===== config.mk =====
export PLATFORM = sky130hd
export DESIGN_NAME = edt_translator
export DESIGN_NICKNAME = d
export VERILOG_FILES = /design/src/inc/edt_pkg.sv /design/src/hdl/edt_translator.sv
export VERILOG_INCLUDE_DIRS = /design/src /design/src/inc
export SDC_FILE = /design/constraint.sdc
export NUM_CORES = 1
export LEC_CHECK = 0
export BUFFER_PORTS_ARGS = -buffer_cell sky130_fd_sc_hd__buf_2
export CORE_MARGIN = 2
export CORE_UTILIZATION = 60
export DETAILED_ROUTE_END_ITERATION = 7
export PLACE_DENSITY = 0.77
export SLEW_MARGIN = 10
export SYNTH_ARGS = -nofsm -noshare
export SYNTH_HDL_FRONTEND = slang
export SYNTH_SLANG_ARGS = --single-unit

===== constraint.sdc =====
create_clock -name clk_sys_i -period 3 [get_ports clk_sys_i]
set_clock_uncertainty 0.05 [all_clocks]
set_input_delay 0.45 -clock clk_sys_i [delete_from_list [all_inputs] [get_ports clk_sys_i]]
set_output_delay 0.45 -clock clk_sys_i [all_outputs]
set_load 0.01 [all_outputs]

===== src/inc/edt_regs.svh =====
// Purpose: shared constants of the drive command translator
// Assumes: included by bare name
// Notes: definitions only
`ifndef EDT_REGS_SVH
`define EDT_REGS_SVH
`define EDT_CNT_W 5
`define EDT_CNT_LAST 5'h10
`define EDT_CNT_PRE 5'h0f
`define EDT_WORD_W 16
`define EDT_FIFO_DEPTH 32
`define EDT_FN_HI 15
`define EDT_FN_LO 12
`define EDT_MOD_HI 11
`define EDT_MOD_LO 8
`define EDT_FN_CONTROL 4'h5
`define EDT_MOD_RESET 4'h0
`define EDT_SYNC_W 12
`endif


===== src/inc/edt_pkg.sv =====
// Purpose: types of the drive command translator
// Assumes: nothing
// Notes: mode tracks capture, hold and reply phases
package edt_pkg;
    typedef enum logic [1:0] {
        EDT_MODE_RX = 2'b00,
        EDT_MODE_HOLD = 2'b01,
        EDT_MODE_TX = 2'b10
    } edt_mode_e;
    typedef enum logic {
        EDT_HS_IDLE = 1'b0,
        EDT_HS_ACK = 1'b1
    } edt_hs_e;
endpackage


===== src/hdl/edt_translator.sv =====
// Purpose: drive select, gate logic and serial command handshake
// Assumes: pins are asynchronous and pass two flip-flops
// Notes: good commands queue in a fifo toward the microcontroller
// Notes on behaviour
// - match when select code equals straps
// - code zero selects no drive
// - take command bits only when selected
// - read gate out follows read gate in
// - write gate out blocked by write protect
// - both gates at once flag write fault
// - command is sixteen bits plus parity
// - acknowledge once the bit is captured
// - seventeen state bit counter
// - shift pulse on request while selected
// - counter holds at sixteen or captured
// - reply load starts shifting out, clears capture
// - upper byte first register, lower second
// - any captured command returns reply on reply load
// - attention on any fault or external
// - reset attention command clears write fault
// - odd parity good raises command ready
// - link fault when transfer aborted early
`timescale 1ns/100ps
`include "edt_regs.svh"

module edt_fifo #(
    parameter int WIDTH = 16,
    parameter int DEPTH = 32
) (
    input wire logic clk_sys_i,
    input wire logic rst_b_i,
    input wire logic in_valid_i,
    output logic in_ready_o,
    input wire logic [WIDTH-1:0] in_data_i,
    output logic out_valid_o,
    input wire logic out_ready_i,
    output logic [WIDTH-1:0] out_data_o
);
    localparam int AW = $clog2(DEPTH);
    logic [WIDTH-1:0] mem [DEPTH];
    logic [AW:0] wr_q;
    logic [AW:0] rd_q;
    logic push;
    logic pop;

    assign in_ready_o = (wr_q - rd_q) != (AW+1)'(DEPTH);
    assign out_valid_o = wr_q != rd_q;
    assign out_data_o = mem[rd_q[AW-1:0]];
    assign push = in_valid_i && in_ready_o;
    assign pop = out_valid_o && out_ready_i;

    always_ff @(posedge clk_sys_i) begin
        if (push) begin
            mem[wr_q[AW-1:0]] <= in_data_i;
        end
    end

    always_ff @(posedge clk_sys_i or negedge rst_b_i) begin
        if (!rst_b_i) begin
            wr_q <= '0;
            rd_q <= '0;
        end else begin
            if (push) begin
                wr_q <= wr_q + 1'b1;
            end
            if (pop) begin
                rd_q <= rd_q + 1'b1;
            end
        end
    end
endmodule

module edt_translator
    import edt_pkg::*;
(
    input wire logic clk_sys_i,
    input wire logic rst_b_i,
    input wire logic [2:0] drive_sel_i,
    input wire logic [2:0] drive_id_straps_i,
    input wire logic read_gate_i,
    input wire logic write_gate_i,
    input wire logic write_protect_i,
    input wire logic cmd_data_i,
    input wire logic xfer_req_i,
    input wire logic external_fault_in_i,
    output logic xfer_ack_o,
    output logic reply_data_o,
    output logic read_gate_o,
    output logic write_gate_o,
    output logic attention_o,
    output logic drive_match_flag_o,
    output logic cmd_valid_o,
    input wire logic cmd_ready_i,
    output logic [15:0] cmd_word_o,
    input wire logic reply_load_i,
    input wire logic [15:0] reply_word_i,
    input wire logic cmd_done_i,
    output logic command_complete_o,
    output logic command_capture_done_o,
    output logic reply_shift_active_o,
    output logic count_lsb_o,
    output logic count_at_sixteen_o,
    output logic transfer_in_progress_o,
    output logic write_conflict_fault_o,
    output logic parity_fault_o,
    output logic link_fault_o
);
    logic [1:0] rst_sync_q;
    logic rst_n;
    logic [`EDT_SYNC_W-1:0] sync1_q;
    logic [`EDT_SYNC_W-1:0] sync2_q;
    logic [2:0] dsel_s;
    logic [2:0] straps_s;
    logic rg_s, wg_s, wp_s, bit_s, req_s, ext_s;
    logic match_q;
    edt_mode_e mode_q;
    edt_hs_e hs_q;
    logic [`EDT_CNT_W-1:0] cnt_q;
    logic [7:0] ra_q;
    logic [7:0] rb_q;
    logic par_q;
    logic busy_q;
    logic tx_bit_q;
    logic done_q;
    logic wr_flt_q, par_flt_q, link_flt_q;
    logic rg_q, wg_q, att_q;
    logic fifo_rdy;
    logic take_ok;
    logic shift;
    logic last;
    logic par_ok;
    logic push;
    logic abort;
    logic conflict;
    logic [15:0] sr;

    function automatic logic is_reset_cmd(input logic [15:0] w);
        is_reset_cmd = w[`EDT_FN_HI:`EDT_FN_LO] == `EDT_FN_CONTROL &&
                       w[`EDT_MOD_HI:`EDT_MOD_LO] == `EDT_MOD_RESET;
    endfunction

    // reset release through two flops
    always_ff @(posedge clk_sys_i or negedge rst_b_i) begin
        if (!rst_b_i) begin
            rst_sync_q <= 2'h0;
        end else begin
            rst_sync_q <= {rst_sync_q[0], 1'b1};
        end
    end
    assign rst_n = rst_sync_q[1];

    // pin synchroniser
    always_ff @(posedge clk_sys_i or negedge rst_n) begin
        if (!rst_n) begin
            sync1_q <= '0;
            sync2_q <= '0;
        end else begin
            sync1_q <= {drive_sel_i, drive_id_straps_i, read_gate_i, write_gate_i,
                        write_protect_i, cmd_data_i, xfer_req_i, external_fault_in_i};
            sync2_q <= sync1_q;
        end
    end
    assign {dsel_s, straps_s, rg_s, wg_s, wp_s, bit_s, req_s, ext_s} = sync2_q;

    assign sr = {ra_q, rb_q};
    assign last = cnt_q == `EDT_CNT_LAST;
    assign take_ok = mode_q != EDT_MODE_HOLD && !(mode_q == EDT_MODE_RX && last && !fifo_rdy);
    assign shift = match_q && req_s && hs_q == EDT_HS_IDLE && take_ok;
    assign par_ok = par_q ^ bit_s;
    assign push = shift && mode_q == EDT_MODE_RX && last && par_ok;
    assign abort = busy_q && !match_q;
    assign conflict = rg_s && wg_s;

    // selection, gates and attention
    always_ff @(posedge clk_sys_i or negedge rst_n) begin
        if (!rst_n) begin
            match_q <= 1'b0;
            rg_q <= 1'b0;
            wg_q <= 1'b0;
            att_q <= 1'b0;
        end else begin
            match_q <= dsel_s == straps_s && dsel_s != 3'h0;
            rg_q <= rg_s;
            wg_q <= wg_s && !wp_s;
            att_q <= wr_flt_q || par_flt_q || link_flt_q || ext_s || conflict;
        end
    end

    // bit handshake
    always_ff @(posedge clk_sys_i or negedge rst_n) begin
        if (!rst_n) begin
            hs_q <= EDT_HS_IDLE;
        end else begin
            case (hs_q)
                EDT_HS_IDLE: begin
                    if (shift) begin
                        hs_q <= EDT_HS_ACK;
                    end
                end
                EDT_HS_ACK: begin
                    if (!req_s) begin
                        hs_q <= EDT_HS_IDLE;
                    end
                end
                default: hs_q <= EDT_HS_IDLE;
            endcase
        end
    end

    // counter, data registers and parity
    always_ff @(posedge clk_sys_i or negedge rst_n) begin
        if (!rst_n) begin
            mode_q <= EDT_MODE_RX;
            cnt_q <= '0;
            ra_q <= 8'h00;
            rb_q <= 8'h00;
            par_q <= 1'b0;
            busy_q <= 1'b0;
            tx_bit_q <= 1'b0;
            done_q <= 1'b0;
        end else begin
            done_q <= 1'b0;
            if (abort) begin
                mode_q <= EDT_MODE_RX;
                cnt_q <= '0;
                par_q <= 1'b0;
                busy_q <= 1'b0;
            end else begin
                case (mode_q)
                    EDT_MODE_RX: begin
                        if (shift) begin
                            par_q <= par_q ^ bit_s;
                            busy_q <= !last;
                            if (!last) begin
                                {ra_q, rb_q} <= {sr[14:0], bit_s};
                                cnt_q <= cnt_q + 1'b1;
                            end else if (par_ok) begin
                                mode_q <= EDT_MODE_HOLD;
                            end else begin
                                cnt_q <= '0;
                                par_q <= 1'b0;
                            end
                        end
                    end
                    EDT_MODE_HOLD: begin
                        if (reply_load_i) begin
                            mode_q <= EDT_MODE_TX;
                            {ra_q, rb_q} <= reply_word_i;
                            tx_bit_q <= reply_word_i[15];
                            cnt_q <= '0;
                            par_q <= 1'b0;
                        end else if (cmd_done_i) begin
                            mode_q <= EDT_MODE_RX;
                            cnt_q <= '0;
                            par_q <= 1'b0;
                            done_q <= 1'b1;
                        end
                    end
                    EDT_MODE_TX: begin
                        if (shift) begin
                            busy_q <= !last;
                            if (last) begin
                                mode_q <= EDT_MODE_RX;
                                cnt_q <= '0;
                                par_q <= 1'b0;
                                done_q <= 1'b1;
                            end else begin
                                {ra_q, rb_q} <= {sr[14:0], 1'b0};
                                par_q <= par_q ^ sr[15];
                                cnt_q <= cnt_q + 1'b1;
                                tx_bit_q <= cnt_q == `EDT_CNT_PRE ? !(par_q ^ sr[15]) : sr[14];
                            end
                        end
                    end
                    default: mode_q <= EDT_MODE_RX;
                endcase
            end
        end
    end

    // fault flags, set wins over clear
    always_ff @(posedge clk_sys_i or negedge rst_n) begin
        if (!rst_n) begin
            wr_flt_q <= 1'b0;
            par_flt_q <= 1'b0;
            link_flt_q <= 1'b0;
        end else begin
            if (conflict) begin
                wr_flt_q <= 1'b1;
            end else if (push && is_reset_cmd(sr)) begin
                wr_flt_q <= 1'b0;
            end
            if (shift && mode_q == EDT_MODE_RX && last && !par_ok) begin
                par_flt_q <= 1'b1;
            end else if (push && is_reset_cmd(sr)) begin
                par_flt_q <= 1'b0;
            end
            if (abort) begin
                link_flt_q <= 1'b1;
            end else if (push && is_reset_cmd(sr)) begin
                link_flt_q <= 1'b0;
            end
        end
    end

    edt_fifo #(
        .WIDTH(`EDT_WORD_W),
        .DEPTH(`EDT_FIFO_DEPTH)
    ) u_cmd_fifo (
        .clk_sys_i(clk_sys_i),
        .rst_b_i(rst_n),
        .in_valid_i(push),
        .in_ready_o(fifo_rdy),
        .in_data_i(sr),
        .out_valid_o(cmd_valid_o),
        .out_ready_i(cmd_ready_i),
        .out_data_o(cmd_word_o)
    );

    assign xfer_ack_o = hs_q == EDT_HS_ACK;
    assign reply_data_o = tx_bit_q;
    assign read_gate_o = rg_q;
    assign write_gate_o = wg_q;
    assign attention_o = att_q;
    assign drive_match_flag_o = match_q;
    assign command_complete_o = done_q;
    assign command_capture_done_o = mode_q == EDT_MODE_HOLD;
    assign reply_shift_active_o = mode_q == EDT_MODE_TX;
    assign count_lsb_o = cnt_q[0];
    assign count_at_sixteen_o = last;
    assign transfer_in_progress_o = busy_q;
    assign write_conflict_fault_o = wr_flt_q;
    assign parity_fault_o = par_flt_q;
    assign link_fault_o = link_flt_q;
endmodule


* Yosys cells after proc, flatten, opt, wreduce, memory -nomap -nowiden *
Memory sizes are Yosys's and may differ from the RTL's.
Index checks and enable logic that the tools add are counted.
W data, S select, Z words.

storage, ports and cells
  bits in registers = 73
  RAM bits = 512
  input bits = 33
  output and inout bits = 32
  word-level logic and storage cells = 162
  memories kept = 1

memory list
  name            words  bits a word  read ports  clocked after Yosys merged registers in  write ports  RTL line              RTL
  u_cmd_fifo.mem  32     16           1           0                                        1            edt_translator.sv:40  logic [WIDTH-1:0] mem [DEPTH];

operators by class
  $add $sub $neg = 4
  eq/ne operators = 23
  mux-type cells = 60
  bitwise gates (word level) = 4
  reduce and logical (&&, ||, !) cells = 49

operators by type and width
  kind                   count
  $mux W8                8
  $mux W5                8
  $mux W1                28
  $pmux W8 S3            1
  $logic_and A1 B1 Y1    18
  $mux W2                8
  $pmux W8 S2            1
  $pmux W5 S3            1
  $reduce_and A5 Y1      3
  $reduce_bool A2 Y1     7
  $add A6 B1 Y6 const B  2
  $ne A2 B2 Y1 const B   5
  $ne A3 B3 Y1 const B   3
  $logic_not A1 Y1       7
  $reduce_and A7 Y1      1
  $ne A2 B1 Y1 const B   3
  $ne A3 B1 Y1 const B   2
  $ne A6 B6 Y1           1
  $ne A6 B6 Y1 const B   1
  $pmux W1 S2            3
  $pmux W2 S3            1
  $reduce_and A6 Y1      1
  $reduce_bool A3 Y1     2
  $sub A6 B6 Y6          1
  19 further kinds       24

* Logic depth before layout (Yosys ltp) *
  depth after elaboration = 13
  gate-level depth with buffers = 12
  gate-level depth less buffers = 10

* Hierarchy *
From an unflattened synthesis, not the netlist that was laid out.

unflattened totals
  cells, all modules = 1101
  area total of the unflattened synthesis = 23072.1 µm²

by module, submodules not included
  module          instances  cells each  area each (µm²)  seq. area each (µm²)
  edt_fifo        1          887         20382.0          15675.0
  edt_translator  1          214         2690.1           1526.5

* Least setup slack after synthesis *
OpenSTA, ideal clock, no wires.

  path type = reg-to-reg
  from = register u_cmd_fifo.rd_q[4]
  to = memory u_cmd_fifo.mem[31][0], enable pin
  setup time = 0.388 ns
  data arrival time = 3.391 ns
  required time = 2.562 ns
  slack = -0.830 ns
  cell stages (with the launch flop) = 13
  path buffers = 3
  clock period less this slack = 3.830 ns
  cells stage by stage = dfrtp_1 > clkbuf_1 > clkinv_1 > clkbuf_1 > ha_1 > and2_1 > o21a_1 > a31oi_1 > o311a_1 > o21ai_4 > or3_1 > buf_4 > nor2_1

between the ends
  cells in the longest elaborated chain, start to end = 13

RTL lines
  item                               RTL line               RTL
  start: declaration                 edt_translator.sv:42   logic [AW:0] rd_q;
  start signal: assignment           edt_translator.sv:67   rd_q <= rd_q + 1'b1;
  $sub A6 B6 Y6 (*)                  edt_translator.sv:46   assign in_ready_o = (wr_q - rd_q) != (AW+1)'(DEPTH);
  $ne A6 B6 Y1 (*)                   edt_translator.sv:46
  $logic_not A1 Y1                   edt_translator.sv:167  assign take_ok = mode_q != EDT_MODE_HOLD && !(mode_q == EDT_MODE_RX && last && !fifo_rdy);
  $logic_and A1 B1 Y1                edt_translator.sv:167
  $logic_not A1 Y1                   edt_translator.sv:167
  $logic_and A1 B1 Y1                edt_translator.sv:167
  $logic_and A1 B1 Y1                edt_translator.sv:168  assign shift = match_q && req_s && hs_q == EDT_HS_IDLE && take_ok;
  $logic_and A1 B1 Y1 (3 in series)  edt_translator.sv:170  assign push = shift && mode_q == EDT_MODE_RX && last && par_ok;
  $logic_and A1 B1 Y1 (*)            edt_translator.sv:49   assign push = in_valid_i && in_ready_o;
  $mux W1 (*)                        edt_translator.sv:53   if (push) begin
  $mux W1 (implied by the code) (*)  edt_translator.sv:54   mem[wr_q[AW-1:0]] <= in_data_i;
  end: declaration                   edt_translator.sv:40

Mark *: on every way between the ends. The rest lies on a longest branch, timed or not.

* Worst setup path in the final report *
  from = register u_cmd_fifo.rd_q[0]
  to = output port cmd_word_o[14]

between the ends
  cells in the longest elaborated chain, start to end = 1

RTL lines
  item              RTL line              RTL
  $mem_v2 Z32 W16   -
  end: declaration  edt_translator.sv:94  output logic [15:0] cmd_word_o,

Every way passes these cells.

==> flow_summary.ini <==
[run_status]
failed_checks = negative setup slack
status = finished, violations left

[route]
wire_per_inst_um = 30.8
wirelength_mm = 57.1
drt_iter0_markers = 1570
ant_nets = 0
drt_first_pass_iters = 5
drc_errors = 0
vias = 12000
viasPerCell = 6.47

[synthesis]
synth_top_family_by_area = multiplexers
ys_ff_latch = 585
synth_edf_count = 512
synth_simple_gate_area_share_pct = 3.90
synth_cells = 1128
synthAdderAreaFrac_pct = 0.928
synth-compound-area-share_pct = 1.70
syn_area_um2 = 22900
synth_xor_area_share_pct = 0.573
ys_seq_area_share_pct = 75.0
synth_mux_area_share_pct = 16.3
synth_cell_types = 53
ys_warn_count = 0
async_reset_ff_share_pct = 12.5
syn_avg_cell_area_um2 = 20.3
synthFlopType = edfxtp_1
synth_nets = 1178

[power_and_ir_drop]
swShare_pct = 30.9
power_frac_seq_pct = 40.1
internal_power_mw = 17.5
comb_power_share_pct = 33.3
powerDensity_nw_per_um2 = 927
irDropWorstVdd_mv = 0.570
total_power_mw = 25.4
switching_power_mw = 7.85
power.static_leakage_nw = 9.31
clkPwrFrac_pct = 26.6

[timing]
max_freq_mhz = 292
relSlewSlack_pct = 39.8
finalHoldViolations = 0
tightestPinTransition_ps = 903
post-route-min-period_ps = 3420
post-route-period-util_pct = 114
slew_viol_final = 0
setup_violations = 16
whs_ps = 93.5
timing.final.ws_setup_ps = -424
grt_setup_unrepaired = true

[worst_setup_path]
critical_path_required_ps = 2500
cp_top_family = multiplexers
endpoint_kind = output port
crit_fanout = 8
reg2reg_from = u_cmd_fifo.rd_q[1]$_DFFE_PN0P_
path_class = reg2out
crit_path_cell_trace = buf_6, buf_12, buf_16, mux4_2, mux4_2, nand2_1, nand2_4, buf_6
crit_arrival_ps = 2920
timing.rr.end = u_cmd_fifo.mem[15][14]$_DFFE_PP_
worst-path-buf-inv = 4
slowest_delay_ps = 560
r2r_setup_slack_ps = 80
crit_slowest_cell = mux4_2
reg2regPathDepth = 11
start_kind = flip-flop

[cells_and_area]
antenna_cells = 0
area_growth_pct = 19.4
finalCoreUtilization_pct = 72.7
layout.nets = 1354
drive_gt1_share_pct = 34.3

[clock_network]
cts_root_buffer = clkbuf_16
clk_path_buf_depth = 3
cts_tree = done
cts_buffers = 55
clk_latency_ps = 600
clk_pin_slew_ps = 60
cts_sinks = 585
cts_max_level = 2

[min_path]
min_from = reply_load_i
hold_depth = 3
hold_class = in2reg
hold_end = mode_q[1]$_DFFE_PN0P_

[floorplan]
row_count = 71
ios = 65
die_w_um = 199
die-area_um2 = 39800
initial_core_util_pct = 60.9
die_y_um = 199
core_area_um2 = 37700

[grt]
grt_max_degree = 72
grt_pass1_vias = 11900
track_usage_pct = 29.8
grt.overflow.total = 0
grt_pass1_wl_mm = 81.7
grt_antenna_before_repair = 0

[place]
place.port_buffers = 64
dp_hpwl_mm = 31.4
gp_congestion = 0.785

[flow_run]
drv_cap = 0
## how the worst max path moves through the flow
stage,end,cells after the start,startpoint,slack (ps)
final,cmd_word_o[14],8,u_cmd_fifo.rd_q[0]$_DFFE_PN0P_,-420
after global routing,cmd_word_o[14],8,u_cmd_fifo.rd_q[0]$_DFFE_PN0P_,-470
after CTS,cmd_word_o[10],9,u_cmd_fifo.rd_q[0]$_DFFE_PN0P_,-440
after detailed placement,u_cmd_fifo.mem[14][9]$_DFFE_PP_,9,u_cmd_fifo.rd_q[0]$_DFFE_PN0P_,60
after global placement,u_cmd_fifo.mem[14][0]$_DFFE_PP_,10,u_cmd_fifo.rd_q[2]$_DFFE_PN0P_,100
after floorplan,u_cmd_fifo.mem[31][0]$_DFFE_PP_,12,u_cmd_fifo.rd_q[4]$_DFFE_PN0P_,10
## power by group through the flow
stage	sequential, mW	clock [mW]	combinational [mW]
2_1_floorplan	10.6	0	4.17
3_3_place_gp	10.3	0	7.13
3_5_place_dp	10.3	0	7.30
4_1_cts	10.2	6.79	8.27
5_1_grt	10.2	7.08	8.85
6_report	10.2	6.74	8.46
## metal layers
layer / track usage, % / vias to the layer above / part of all wire, %
met5: 0 / - / 0
met4: 8.31 / 0 / 2.3
met3: 5.77 / 79 / 10
met2: 48.9 / 763 / 50
met1: 41.9 / 6245 / 37
li1: - / 4906 / -
## state kept, by name, summed over array words and instances, names as in the netlist, 2 cells and up
register,count
u_cmd_fifo.mem,512
sync1_q,12
sync2_q,12
ra_q,8
rb_q,8
u_cmd_fifo.rd_q,6
u_cmd_fifo.wr_q,6
cnt_q,5
mode_q,2
rst_sync_q,2
## cell type report
cell class | count | area (µm²)
clock inverter | 34 | 312
inverter | 19 | 72.6
tap | 511 | 639
clock buffer | 62 | 1400
multi-input combinational | 466 | 5690
sequential | 585 | 17200
fill | 2111 | 10300
timing repair buffer | 177 | 2040
## cells by family (layout without fill, tap and decap cells)
group                      Yosys count  count (layout)
adders and majority gates           17              17
DFF                                585             585
xor gates and xnor gates            15              15
AOI/OAI and AO/OA                   61              61
and+or+nand+nor                    198             198
muxes                              174             174
other                                1               1
buffers and inverters               77             292
## worst reg2reg max path: stages (launching register included)
cell      delay, ps
dfrtp_4         500
inv_1            80
ha_1            340
nand2b_4        100
a21oi_2          70
a31oi_1         210
o311a_1         290
o21ai_4         100
or3_4           410
buf_12          180
nor2_4          130
buf_12          180
## synth_stat cells, drive strengths merged, types with 2 or more instances
| library cell | instances | area, µm² |
|---|---|---|
| a21o | 2 | 15.0 |
| a21oi | 11 | 55.1 |
| a22oi | 7 | 52.6 |
| a31oi | 4 | 25.0 |
| and2 | 3 | 18.8 |
| and3 | 2 | 12.5 |
| buf | 31 | 173 |
| clkbuf | 27 | 101 |
| dfrtp | 73 | 1830 |
| edfxtp | 512 | 15400 |
| ha | 17 | 213 |
| inv | 18 | 67.6 |
| mux2 | 3 | 33.8 |
| mux2i | 11 | 110 |
| mux4 | 160 | 3600 |
| nand2 | 84 | 315 |
| nand2b | 4 | 25.0 |
| nand3 | 10 | 50.1 |
| nand3b | 2 | 15.0 |
| nand4 | 6 | 37.5 |
| nor2 | 54 | 203 |
| nor2b | 6 | 37.5 |
| nor3 | 6 | 30.0 |
| nor4 | 3 | 18.8 |
| nor4b | 2 | 17.5 |
| o21ai | 24 | 135 |
| o31ai | 4 | 30.0 |
| or2 | 2 | 12.5 |
| or3 | 9 | 56.3 |
| or4 | 2 | 15.0 |
| xnor2 | 6 | 52.6 |
| xor2 | 9 | 78.8 |
## what timing repair did
action,CTS,global route
endpoints found under the hold margin,14,0
resized for setup,32,16
hold buffers,13,0
pin swaps,17,11
gates cloned,9,1
setup buffers,11,4
setup endpoints to repair,16,196
## through the flow
| step | instance area (µm²) | std cells | setup slack (ps) | TNS, ps |
|---|---|---|---|---|
| finish | 27400 | 1854 | -424 | -6000 |
| global route | 27400 | 1854 | -466 | -6900 |
| CTS | 27300 | 1851 | -439 | -6620 |
| detailed placement | 24900 | 1722 | 64.5 | 0 |
| global placement | 24900 | 1722 | 100 | 0 |
| floorplan | 23200 | 1128 | 12.7 | 0 |
## placed cells by master, fill, tap and decap left out, types with 20 or more instances in the layout
cell type  instances
edfxtp_1         512
dfrtp_1           69
clkbuf_16         56
mux4_2           160
nor2_4            32
nand2_1           73
buf_12            41
nor2_1            22
buf_2             58
buf_4             39
o21ai_0           20
(Power assumes the default switching activity.)
